## config.mk

```make
export PLATFORM = sky130hd
export DESIGN_NAME = network_node_address_select
export DESIGN_NICKNAME = d
export VERILOG_FILES = /design/src/hdl/network_node_address_select.v /design/src/hdl/switch_sync.v
export VERILOG_INCLUDE_DIRS = /design/src /design/src/hdl
export SDC_FILE = /design/constraint.sdc
export NUM_CORES = 1
export LEC_CHECK = 0
export ABC_AREA = 1
export BUFFER_PORTS_ARGS = -buffer_cell sky130_fd_sc_hd__clkbuf_2
export CAP_MARGIN = 20
export CORE_ASPECT_RATIO = 0.9
export CORE_MARGIN = 2
export CORE_UTILIZATION = 55
export CTS_CLUSTER_DIAMETER = 50
export DETAILED_ROUTE_END_ITERATION = 8
export PLACE_DENSITY = 0.83
export SYNTH_ARGS = -nofsm -noshare
export SYNTH_HDL_FRONTEND = slang
export SYNTH_HIERARCHICAL = 1
export SYNTH_SLANG_ARGS = --single-unit
```

## constraint.sdc

```tcl
create_clock -name ref_clk -period 2.2 [get_ports ref_clk]
set_input_delay 0.11 -clock ref_clk [delete_from_list [all_inputs] [get_ports ref_clk]]
set_output_delay 0.11 -clock ref_clk [all_outputs]
set_load 0.05 [all_outputs]
```

## src/hdl/node_addr_regs.vh

```
`ifndef NODE_ADDR_REGS_VH
`define NODE_ADDR_REGS_VH
`define SW_SOFT_LO 8'h00
`define SW_SOFT_HI 8'h80
`define SW_HW_OFFSET 8'h80
`define ADDR_MIN 8'h01
`define ADDR_MAX_HW 8'h7F
`define ADDR_DEFAULT 8'h01
`define MAX_NODES_RS485 254
`define MAX_NODES_CAN 127
`define RATE_1M 3'h0
`define RATE_500K 3'h1
`define RATE_250K 3'h2
`define RATE_125K 3'h3
`define RATE_50K 3'h4
`define RATE_20K 3'h5
`define RATE_LAST 3'h5
`define SETTLE_US 10
`define CLK_MHZ 200
`define SETTLE_CYC (`SETTLE_US * `CLK_MHZ)
`define ST_WAIT 2'h0
`define ST_LOAD 2'h1
`define ST_RUN 2'h2
`endif

```

## src/hdl/network_node_address_select.v

```verilog
`timescale 1ns/10ps
`include "node_addr_regs.vh"
module network_node_address_select #(
  parameter SETTLE_CYCLES = `SETTLE_CYC,
  parameter CAN_VARIANT = 1
) (
  input wire ref_clk,
  input wire rst_n,
  input wire [3:0] switch_left,
  input wire [3:0] switch_right,
  input wire [7:0] stored_addr,
  input wire [2:0] stored_rate,
  input wire stored_valid,
  input wire tx_active,
  output reg [7:0] node_addr_q,
  output reg [2:0] bit_rate_q,
  output reg addr_from_store_q,
  output reg rate_from_store_q,
  output reg config_valid_q,
  output reg config_error_q,
  output reg driver_oe_n_q
);
  wire [7:0] sw_clean;
  reg [1:0] state_q;
  reg [1:0] state_d;
  reg [31:0] cnt_q;
  reg [7:0] addr_d;
  reg [2:0] rate_d;
  reg afs_d;
  reg rfs_d;
  reg err_d;
  reg addr_err_d;
  reg rate_err_d;
  wire in_wait;
  wire in_load;
  wire in_run;
  wire settle_done;

  // state codes; the header keeps the same values for the checker side
  localparam [1:0] ST_WAIT = `ST_WAIT;
  localparam [1:0] ST_LOAD = `ST_LOAD;
  localparam [1:0] ST_RUN = `ST_RUN;
  wire [7:0] sw_val;

  // switches are pins, so they cross into ref_clk first
  switch_sync #(
    .WIDTH(8)
  ) u_sync (
    .ref_clk(ref_clk),
    .rst_n(rst_n),
    .raw_in({switch_right, switch_left}),
    .clean_out(sw_clean)
  );

  assign sw_val = sw_clean;

  // address decode: soft cases, direct and offset cases
  // 8-bit address spans 1..255 so stored values above 127 fit
  always @* begin
    addr_d = sw_val;
    afs_d = 1'b0;
    addr_err_d = 1'b0;
    if (sw_val == `SW_SOFT_LO || sw_val == `SW_SOFT_HI) begin
      afs_d = 1'b1;
      addr_d = stored_addr;
      // zero is no legal node; fall back and flag it
      if (!stored_valid || stored_addr < `ADDR_MIN) begin
        addr_d = `ADDR_DEFAULT;
        addr_err_d = 1'b1;
      end
    end else if (sw_val > `SW_HW_OFFSET) begin
      addr_d = sw_val - `SW_HW_OFFSET;
    end else begin
      addr_d = sw_val;
    end
  end

  // rate decode; the RS485 build has no rate to pick
  always @* begin
    rate_d = `RATE_1M;
    rfs_d = 1'b0;
    rate_err_d = 1'b0;
    if (CAN_VARIANT != 0) begin
      if (sw_val[7] == 1'b0) begin
        rate_d = `RATE_1M;
      end else begin
        rfs_d = 1'b1;
        rate_d = stored_rate;
        // a bad code would leave both ends on different rates
        if (!stored_valid || stored_rate > `RATE_LAST) begin
          rate_d = `RATE_1M;
          rate_err_d = 1'b1;
        end
      end
    end else begin
      rate_d = `RATE_1M;
      rfs_d = 1'b0;
    end
  end

  // either fallback marks the whole capture as suspect
  always @* begin
    err_d = addr_err_d | rate_err_d;
  end

  assign in_wait = (state_q == ST_WAIT);
  assign in_load = (state_q == ST_LOAD);
  assign in_run = (state_q == ST_RUN);
  // let the sampler and store settle before the one capture
  assign settle_done = (cnt_q >= SETTLE_CYCLES - 1);

  // RUN is a sink: only a reset starts a new capture
  always @* begin
    state_d = state_q;
    case (state_q)
      ST_WAIT: begin
        if (settle_done) begin
          state_d = ST_LOAD;
        end
      end
      ST_LOAD: begin
        state_d = ST_RUN;
      end
      ST_RUN: begin
        state_d = ST_RUN;
      end
      default: begin
        state_d = ST_WAIT;
      end
    endcase
  end

  always @(posedge ref_clk) begin
    if (!rst_n) begin
      state_q <= ST_WAIT;
    end else begin
      state_q <= state_d;
    end
  end

  // counter stops once the wait is over, so it cannot wrap in a long run
  always @(posedge ref_clk) begin
    if (!rst_n) begin
      cnt_q <= 32'h0;
    end else if (in_wait) begin
      cnt_q <= cnt_q + 32'h1;
    end
  end

  always @(posedge ref_clk) begin
    if (!rst_n) begin
      node_addr_q <= `ADDR_DEFAULT;
    end else if (in_load) begin
      node_addr_q <= addr_d;
    end
  end

  always @(posedge ref_clk) begin
    if (!rst_n) begin
      bit_rate_q <= `RATE_1M;
    end else if (in_load) begin
      bit_rate_q <= rate_d;
    end
  end

  always @(posedge ref_clk) begin
    if (!rst_n) begin
      addr_from_store_q <= 1'b0;
    end else if (in_load) begin
      addr_from_store_q <= afs_d;
    end
  end

  always @(posedge ref_clk) begin
    if (!rst_n) begin
      rate_from_store_q <= 1'b0;
    end else if (in_load) begin
      rate_from_store_q <= rfs_d;
    end
  end

  always @(posedge ref_clk) begin
    if (!rst_n) begin
      config_error_q <= 1'b0;
    end else if (in_load) begin
      config_error_q <= err_d;
    end
  end

  // valid rises with the captured values and then never falls
  always @(posedge ref_clk) begin
    if (!rst_n) begin
      config_valid_q <= 1'b0;
    end else if (in_load) begin
      config_valid_q <= 1'b1;
    end
  end

  // drive the two-wire line only while sending, never before config;
  // a node with no address yet must not load the shared pair
  always @(posedge ref_clk) begin
    if (!rst_n) begin
      driver_oe_n_q <= 1'b1;
    end else begin
      driver_oe_n_q <= ~(tx_active & in_run);
    end
  end
endmodule // network_node_address_select

```

## src/hdl/switch_sync.v

```verilog
`timescale 1ns/10ps
`include "node_addr_regs.vh"
// three-stage sampler per switch bit; a change counts once stages 2 and 3
// agree, so a bit caught mid-transition cannot reach the decoder
module switch_sync #(
  parameter WIDTH = 8
) (
  input wire ref_clk,
  input wire rst_n,
  input wire [WIDTH-1:0] raw_in,
  output wire [WIDTH-1:0] clean_out
);
  genvar i;
  generate
    for (i = 0; i < WIDTH; i = i + 1) begin : g_bit
      reg s1_q;
      reg s2_q;
      reg s3_q;
      reg out_q;
      always @(posedge ref_clk) begin
        if (!rst_n) begin
          s1_q <= 1'b0;
          s2_q <= 1'b0;
          s3_q <= 1'b0;
          out_q <= 1'b0;
        end else begin
          s1_q <= raw_in[i];
          s2_q <= s1_q;
          s3_q <= s2_q;
          if (s2_q == s3_q) begin
            out_q <= s3_q;
          end
        end
      end
      assign clean_out[i] = out_q;
    end
  endgenerate
endmodule // switch_sync

```

# Word level (Yosys, flattened, before mapping)
# Index checks and enable logic that the tools add are counted.
[op_classes] n_addsub=2 order_cmp=4 eq_ne=12 mux=13 bitwise=3 n_reduce_logical=7
[op_table] cell="$add 32x1->32 const B" count=1
[op_table] cell="$ge 32x11->1 const B" count=1
[op_table] cell="$mux 8" count=3
[op_table] cell="$eq 1x1->1" count=8
[op_table] cell="$eq 8x8->1 const B" count=1
[op_table] cell="$gt 8x8->1 const B" count=1
[op_table] cell="$logic_not 8->1" count=1
[op_table] cell="$lt 8x1->1 const B" count=1
[op_table] cell="$sub 8x8->8 const B" count=1
[op_table] cell="$mux 1" count=6
[op_table] cell="$mux 3" count=2
[op_table] cell="$pmux 2 s2" count=1
[op_table] cell="$gt 3x3->1 const B" count=1
[op_table] cell="$logic_or 1x1->1" count=3
[op_table] cell="$eq 2x1->1 const B" count=1
[op_table] cell="$eq 2x2->1 const B" count=1
[op_table] cell="$logic_not 2->1" count=1
[op_table] cell="$mux 2" count=1
[op_table] cell="$ne 2x1->1 const B" count=1
[op_table] cell="$reduce_or 2->1" count=1
[op_table] cell="$and 1x1->1" count=1
[op_table] cell="$logic_not 1->1" count=1
[op_table] cell="$not 1->1" count=1
[op_table] cell="$or 1x1->1" count=1
[totals] ff_bits=82 in_bits=23 output_inout_bits=16 word_cells=82

# Logic depth before layout (Yosys ltp)
# Gate-level depths: netlist (run 1).
[depth] word_depth=5 mapped_depth=10 ltp_nobuf=10

# Cells and area by module
# The synthesis (run 1) kept the hierarchy.
[modules_own_cells] module="network_node_address_select" n_inst=1 cells_per_inst=420 area_each_um2=2758.9 seq_area_each_um2=1001.0
[modules_own_cells] module="switch_sync" n_inst=1 cells_per_inst=115 area_each_um2=1039.7 seq_area_each_um2=640.6

# Worst setup path before layout (run 1)
# Ideal clock, no wire load.
[synth_timing] path_kind="register to register" from="reg state_q[0]" to="reg state_q[1]" setup_time_ps=113 arrival_ps=1274 required_time_ps=2087 setup_slack_ps=814 stages_incl_launch_ff=11 path_buffers=1 synth_period_minus_slack_ps=1386 path_cell_list="dfxtp_1 > inv_1 > ha_1 > buf_4 > nand2_1 > nor2_1 > nand2_1 > nor2_1 > nand2_1 > nand2_1 > nor2_1"
[synth_via] elab_chain_len=3 elab_cells_between_ends=6 classes_between="eq/ne: 3; mux: 1; reduce/logical: 2"
[synth_rtl] element="start: declaration" line_no="network_node_address_select.v:24" rtl="reg [1:0] state_q;"
[synth_rtl] element="start signal: assignment" line_no="network_node_address_select.v:137" rtl="state_q <= state_d;"
[synth_rtl] element="$eq 2x1->1 or $eq 2x2->1 (tied branches)" line_no="network_node_address_select.v:115" rtl="case (state_q)"
[synth_rtl] element="$reduce_or 2->1 (no source line)"
[synth_rtl] element="$pmux 2 s2" line_no="network_node_address_select.v:115"
# Parallel ways exist; a longest one is shown, timed or not.
# A chain may end at the register's enable or synchronous reset.

# Worst setup path after layout (run 1)
[layout_timing] from="reg state_q[1]" to="reg cnt_q[10]"
[layout_via] elab_chain_len=1
[layout_rtl] element="$logic_not 2->1" line_no="network_node_address_select.v:106" rtl="assign in_wait = (state_q == ST_WAIT);"
[layout_rtl] element="end signal: assignment" line_no="network_node_address_select.v:146" rtl="cnt_q <= cnt_q + 32'h1;"
[layout_rtl] element="end: declaration" line_no="network_node_address_select.v:26" rtl="reg [31:0] cnt_q;"
# Every way passes these cells.

==> results of run 1 <==
==> cells in the final DEF, fill, tap and decap left out, drive strengths merged <==
cell / count
nand2: 130
nor2: 112
dfxtp: 82
inv: 69
clkbuf: 49
a21oi: 33
nand3: 33
o21ai: 19
dlygate4sd3: 12
nor3: 11
nand4: 7
o21a: 5
ha: 5
nor3b: 3
a22oi: 3
clkinvlp: 2
buf: 2
a31oi: 1
nand3b: 1
or2: 1
xor2: 1
a211oi: 1
bufinv: 1
clkinv: 1
==> state kept, by name, indices dropped and copies added, names as in the netlist, 2 cells and up <==
| signal | cells |
|---|---|
| u_sync/g_bit.out_q | 8 |
| state_q | 2 |
| node_addr_q | 8 |
| cnt_q | 32 |
| u_sync/g_bit.s3_q | 8 |
| bit_rate_q | 3 |
| u_sync/g_bit.s2_q | 8 |
| u_sync/g_bit.s1_q | 8 |
==> per-stage QoR <==
| step | instances | setup WS, ns | util, % | instance area (um2) |
|---|---|---|---|---|
| final | 674 | 0.366 | 65.2 | 4320 |
| after floorplan | 535 | 0.814 | - | 3800 |
| after global routing | 674 | 0.176 | 65.2 | 4320 |
| after CTS | 674 | 0.369 | 65.2 | 4320 |
| after detailed placement | 646 | 0.386 | 60.3 | 3990 |
| after global placement | 646 | 0.500 | 60.3 | 3990 |
==> layout make-up <==
cell class,count,area [um2]
Clock inverter,5,62.6
Clock buffer,11,141
Timing Repair Buffer,52,325
Sequential cell,82,1640
Multi-Input combinational cell,366,1780
Tap cell,90,113
Fill cell,579,2310
Inverter,68,255
==> cells by family after synthesis <==
group | Yosys count | share of synthesized area, %
buf+inv | 87 | 10.0
simple gates | 298 | 35.5
fa+ha+maj | 5 | 1.65
compound gates | 62 | 9.39
flops | 82 | 43.2
xor+xnor | 1 | 0.231
==> routing by layer <==
layer	wire length (um)	GRT usage, %
met4	153	7.71
met1	3660	28.0
met2	3460	33.8
met3	448	5.63
met5	0	0
==> path summary, 6_finish.rpt <==
path              depth (start not counted)                 start  slack, ns              endpoint
setup / recovery                          8            state_q[1]       0.37             cnt_q[10]
hold / removal                            3        stored_rate[1]       0.03         bit_rate_q[1]
setup reg to reg                          8            state_q[1]       0.37             cnt_q[10]
hold reg to reg                           2  u_sync/g_bit[5].s1_q       0.42  u_sync/g_bit[5].s2_q
==> critical path: stages (launching register included) <==
cell     delay (ns)
dfxtp_1        0.33
inv_1          0.12
ha_1           0.45
nand2_1        0.10
nor2_1         0.14
nand2_1        0.17
nor2_1         0.19
a21oi_1        0.09
o21a_1         0.14
==> power by group through the flow <==
stage | logic, mW | clock network (mW) | registers [mW]
floorplan | 0.346 | 0 | 1.95
global placement | 0.734 | 0 | 1.71
detailed placement | 0.752 | 0 | 1.72
CTS | 0.771 | 1.15 | 1.68
global route | 0.849 | 1.21 | 1.70
finish | 0.767 | 1.12 | 1.68
==> impl_metrics.yaml, run 1 <==
logic_synthesis:
  ys_seq_area_share_pct: 43.2
  avgSynthCellArea_um2: 7.10
  yosys.area.top_type: "dfxtp_1"
  synthDistinctLibCells: 31
  syn_nets: 563
  syn_area_um2: 3800
  yosys-top-cells-count: "nand2_1, nor2_1, dfxtp_1"
  syn_inst: 535
  yosys.cell_count.top_type: "nand2_1"
  synthFlopType: "dfxtp_1"
  yosys_warnings: 6
  ys_ff_latch: 82
  synth_top_area_share_pct: 43.2
  synth-edff-count: 0
  synth_top_cells_by_area: "dfxtp_1, nand2_1, nor2_1"
  synth-async-reset-ratio_pct: 0
clocking:
  cts_inserted_buffers: 9
  ctsResizeCount: 0
  cts.htree.levels: 3
  cts_hold_buf: 12
  clock_latency_ns: 0.35
  clk_pin_slew_ns: 0.08
  post_cts_buffers: 0
  clock_sinks: 82
  clk_path_buf_depth: 2
  cts_tree: "done"
  root_buffer: "clkbuf_8"
floorplan:
  dieArea_um2: 7590
  io_pins: 39
  initial_core_util_pct: 57.4
  core_um2: 6620
  dieWidth_um: 91.6
  die_y_um: 82.8
  rows: 28
timing:
  slew_headroom_pct: 43.6
  max_freq_mhz: 545
  hold_ws_ns: 0.0294
  maxSlewViolCount: 0
  min_period_ns: 1.83
  worstMarginPinSlew_ns: 0.845
  setup_tns_ns: 0
  finalCritPeriodShare_pct: 83.4
  final-setup-viol-count: 0
  fin_skew_ns: 0.00612
  hold_viol_final: 0
  rsz0062_at_grt: "false"
worst_setup_path:
  path_max_fanout: 13
  path_class: "reg2reg"
  startpoint_type: "flip-flop"
  critical_path_required_ns: 2.45
  end_kind: "flip-flop"
  critPathArrivalTime_ns: 2.09
min_path:
  min_path_type: "in2reg"
power:
  power_density_nw_per_um2: 826
  vdd_drop_max_v: 0.000447
  p_sw_mw: 1.18
  power_frac_comb_pct: 21.5
  clock_power_share_pct: 31.3
  p_leak_nw: 2.00
  switching_share_pct: 33.2
  internal-power_mw: 2.38
  pwr-share-seq_pct: 47.2
  total_power_mw: 3.57
global_route:
  grt_usage_pct: 21.3
  grt_overflow: 0
  antenna_found_initial: 0
  grt_pass1_wl_mm: 13.2
  grt_pass1_vias: 2987
  grt_max_degree: 62
placement:
  port_buffers: 38
  hpwlAfterDp_mm: 5.43
  gp_congestion: 0.909
run:
  cap_violations: 0
detailed_routing:
  wl_per_cell_um: 11.4
  first_iter_violations: 167
  antenna_left: 0
  drt-pass1-iter-count: 5
  drcViolationCount: 0
  via_count: 3366
  routed_wl_mm: 7.72
  via_per_inst: 4.99
cells_and_area:
  fin_nets: 607
  drive_gt1_share_pct: 16.4
  diodes: 0
  area_growth_syn_to_layout_pct: 13.6
run_status:
  outcome: "finished clean"
No activity file was read; power rests on OpenSTA's default activity.
==> run 2: changes to the inputs <==
--- a/config.mk
+++ b/config.mk
@@ -6,7 +6,7 @@
 export SDC_FILE = /design/constraint.sdc
 export NUM_CORES = 1
 export LEC_CHECK = 0
-export ABC_AREA = 1
+export ABC_AREA = 0
 export BUFFER_PORTS_ARGS = -buffer_cell sky130_fd_sc_hd__clkbuf_2
 export CAP_MARGIN = 20
 export CORE_ASPECT_RATIO = 0.9
@@ -14,7 +14,7 @@
 export CORE_UTILIZATION = 55
 export CTS_CLUSTER_DIAMETER = 50
 export DETAILED_ROUTE_END_ITERATION = 8
-export PLACE_DENSITY = 0.83
+export PLACE_DENSITY = 0.84
 export SYNTH_ARGS = -nofsm -noshare
 export SYNTH_HDL_FRONTEND = slang
 export SYNTH_HIERARCHICAL = 1
==> constraint.sdc (replaced) <==
create_clock -name ref_clk -period 1.8 [get_ports ref_clk]
set_input_delay 0.09 -clock ref_clk [delete_from_list [all_inputs] [get_ports ref_clk]]
set_output_delay 0.09 -clock ref_clk [all_outputs]
set_load 0.05 [all_outputs]
==> run 2 against run 1 <==
  * The run now ends with negative setup slack left
  * Total power grew 20%
  * Sequential share of layout area is 0.41 points higher
  * Global-route usage increased by 2.6 points
  * Count of clock-buffer cells in the layout down 2
  * Cell count shrank 22%
  * Die area down 11%
  * Clock skew is 0.0041 ns higher
  * Flip-flop and latch count is the same
  * Sequential power up 20%
  * Critical path type unchanged
  * First-iteration DRC count is 9.0% higher
  * Clock power increased by 24%
  * Critical path depth fell by 4
==> impl_metrics.yaml, run 2 <==
clocking:
  clock_sinks: 82
  root_buffer: "clkbuf_8"
  cts_tree: "done"
  clk_path_buf_depth: 2
  cts.htree.levels: 3
  cts_inserted_buffers: 9
  clock_latency_ns: 0.36
  clk_pin_slew_ns: 0.09
global_route:
  grt_pass1_vias: 2833
  antenna_found_initial: 0
  grt_overflow: 0
  grtUsageMet1_pct: 28.5
  grt.met3_usage_pct: 6.17
  busiest_layer: "met2"
  grt_pass1_wl_mm: 12.7
  grtUsageMet2_pct: 41.6
  grt_usage_pct: 23.9
  grt_max_degree: 47
detailed_routing:
  first_iter_violations: 182
  routed_wl_mm: 7.71
  drt-pass1-iter-count: 4
  drcViolationCount: 0
  wl_per_cell_um: 14.7
  antenna_left: 0
  via_per_inst: 5.64
  via_count: 2952
placement:
  dp_slack_ns: -0.0973
  dp_cells: 489
  gp_congestion: 0.824
  port_buffers: 38
  hpwlAfterDp_mm: 4.84
  place_area_um2: 3850
timing:
  hold_ws_ns: 0.0330
  slew_headroom_pct: 60.2
  worstMarginPinSlew_ns: 0.591
  final-setup-viol-count: 12
  setup_ws_ns: -0.0998
  min_period_ns: 1.90
  max_freq_mhz: 526
  fin_skew_ns: 0.0102
  hold_viol_final: 0
  finalCritPeriodShare_pct: 106
  rsz0062_at_grt: "true"
  maxSlewViolCount: 0
worst_setup_path:
  critical_path_required_ns: 2.09
  max_stage_delay_ns: 0.61
  end_kind: "flip-flop"
  crit_chain: "nand4_4 -> or4_4 -> or4_1 -> a21oi_1"
  r2r_slack_ns: -0.1
  critPathArrivalTime_ns: 2.19
  crit_slowest_cell: "or4_4"
  path_class: "reg2reg"
  r2r-start: "cnt_q[8]"
  startpoint_type: "flip-flop"
  r2r_cells: 4
  worst_path_dominant_cell_family: "simple AND/OR/NAND/NOR gates"
  path_max_fanout: 7
  rr_endpoint: "cnt_q[30]"
  cp.buffers_inverters: 0
logic_synthesis:
  yosys.area.top_type: "dfxtp_1"
  yosys.cell_count.top_type: "dfxtp_1"
  syn_area_um2: 3350
  synthDistinctLibCells: 40
  synth-edff-count: 0
  ys_ff_latch: 82
  synth_top_area_share_pct: 49.0
  yosys-top-cells-count: "dfxtp_1, a21oi_1, nand2_1"
  syn_inst: 363
  synth_top_cells_by_area: "dfxtp_1, a21oi_1, and2_1"
  avgSynthCellArea_um2: 9.22
  synth-async-reset-ratio_pct: 0
  syn_nets: 391
  synthFlopType: "dfxtp_1"
  yosys_warnings: 6
  ys_seq_area_share_pct: 49.0
cells_and_area:
  largest_register: "cnt_q"
  fin_nets: 476
  drive_gt1_share_pct: 28.5
  finalInstanceArea_um2: 4290
  mostFrequentLayoutCells: "dfxtp_1, buf_4, clkbuf_2"
  largest_reg_flops: 32
  final_common_cell: "dfxtp_1"
  diodes: 0
  area_growth_syn_to_layout_pct: 28.0
  fill_cells: 391
  finalNonFillerCells: 523
min_path:
  min_path_type: "in2reg"
  whs_path_depth: 3
  hold_end: "node_addr_q[6]"
  min-delay-start: "stored_addr[6]"
floorplan:
  core_um2: 5790
  io_pins: 39
  dieWidth_um: 86.2
  initial_core_util_pct: 57.8
  rows: 26
  dieArea_um2: 6730
  die_y_um: 78.0
run:
  cap_violations: 0
run_status:
  violations: "negative setup slack"
  outcome: "finished with violations"
power:
  vdd_drop_max_v: 0.000622
  p_leak_nw: 1.65
  power_density_nw_per_um2: 995
-- run 2: cell count changes after synthesis, moves of 14 or more --
cell	delta
nor2_1	-75
o31ai_1	+14
or4_1	+15
nand3_1	-20
nand2_1	-93
and2_1	+26
inv_1	-54
-- run 2: worst register-to-register path, delay by kind of cell, from the launching register on --
family,cells,cell delay (ns)
and+or+nand+nor,3,1.30
AOI/OAI and AO/OA,1,0.15
DFF,1,0.39
-- run 2: worst max path at each step --
stage                from  cells past startpoint   endpoint
6_report         cnt_q[8]                      4  cnt_q[30]
3_5_place_dp     cnt_q[0]                      5  cnt_q[24]
4_1_cts        state_q[0]                      6  cnt_q[30]
5_1_grt        state_q[0]                      6  cnt_q[30]
2_1_floorplan  state_q[0]                      8  cnt_q[28]
3_3_place_gp     cnt_q[0]                      5  cnt_q[24]
-- run 2: power breakdown --
part	leakage, nW	internal [mW]	switching, mW
clock network	0.0988	0.664	0.722
registers	0.668	1.94	0.0734
logic	0.886	0.326	0.538
total	1.65	2.93	1.33
-- run 2: final cells by class --
| type | instances | area [um2] | share of cell area (%) |
|---|---|---|---|
| Sequential cell | 82 | 1650 | 38.5 |
| Multi-Input combinational cell | 247 | 1630 | 38.0 |
| Timing Repair Buffer | 98 | 678 | 15.8 |
| Clock buffer | 9 | 124 | 2.89 |
| Tap cell | 70 | 87.6 | 2.04 |
| Clock inverter | 7 | 82.6 | 1.93 |
| Inverter | 10 | 37.5 | 0.876 |
-- run 2: repair_timing --
action	4_1_cts	5_1_grt
buffers inserted	2	3
resized for setup	7	8
hold buffers	12	0
pin swaps	3	2
endpoints found under the hold margin	12	0
gates cloned	1	0
endpoints found under the setup margin	16	18
-- run 2: cell families (layout without fill, tap and decap cells) --
| kind of cell | count (synthesis) | after routing | synth area share (%) |
|---|---|---|---|
| adder cells (fa/ha/maj) | 5 | 5 | 1.87 |
| flip-flops | 82 | 82 | 49.0 |
| buffers and inverters | 35 | 124 | 5.27 |
| XOR/XNOR | 11 | 11 | 2.88 |
| AO/OA/AOI/OAI | 87 | 87 | 16.4 |
| multiplexers | 4 | 4 | 1.20 |
| AND/OR/NAND/NOR | 139 | 140 | 23.4 |
-- run 2: routing by layer --
layer | up-vias | routed length (um)
li1 | 1468 | -
met1 | 1389 | 3460
met2 | 84 | 3800
met3 | 11 | 347
met4 | 0 | 106
met5 | - | 0
-- run 2: stage by stage --
step	power [mW]	setup TNS [ns]	util, %
after floorplan	2.61	-0.899	-
after global placement	2.84	-0.0420	66.4
after detailed placement	2.87	-0.706	66.4
after CTS	4.29	-0.259	73.0
after global routing	4.46	-2.06	74.0
final	4.26	-0.489	74.0
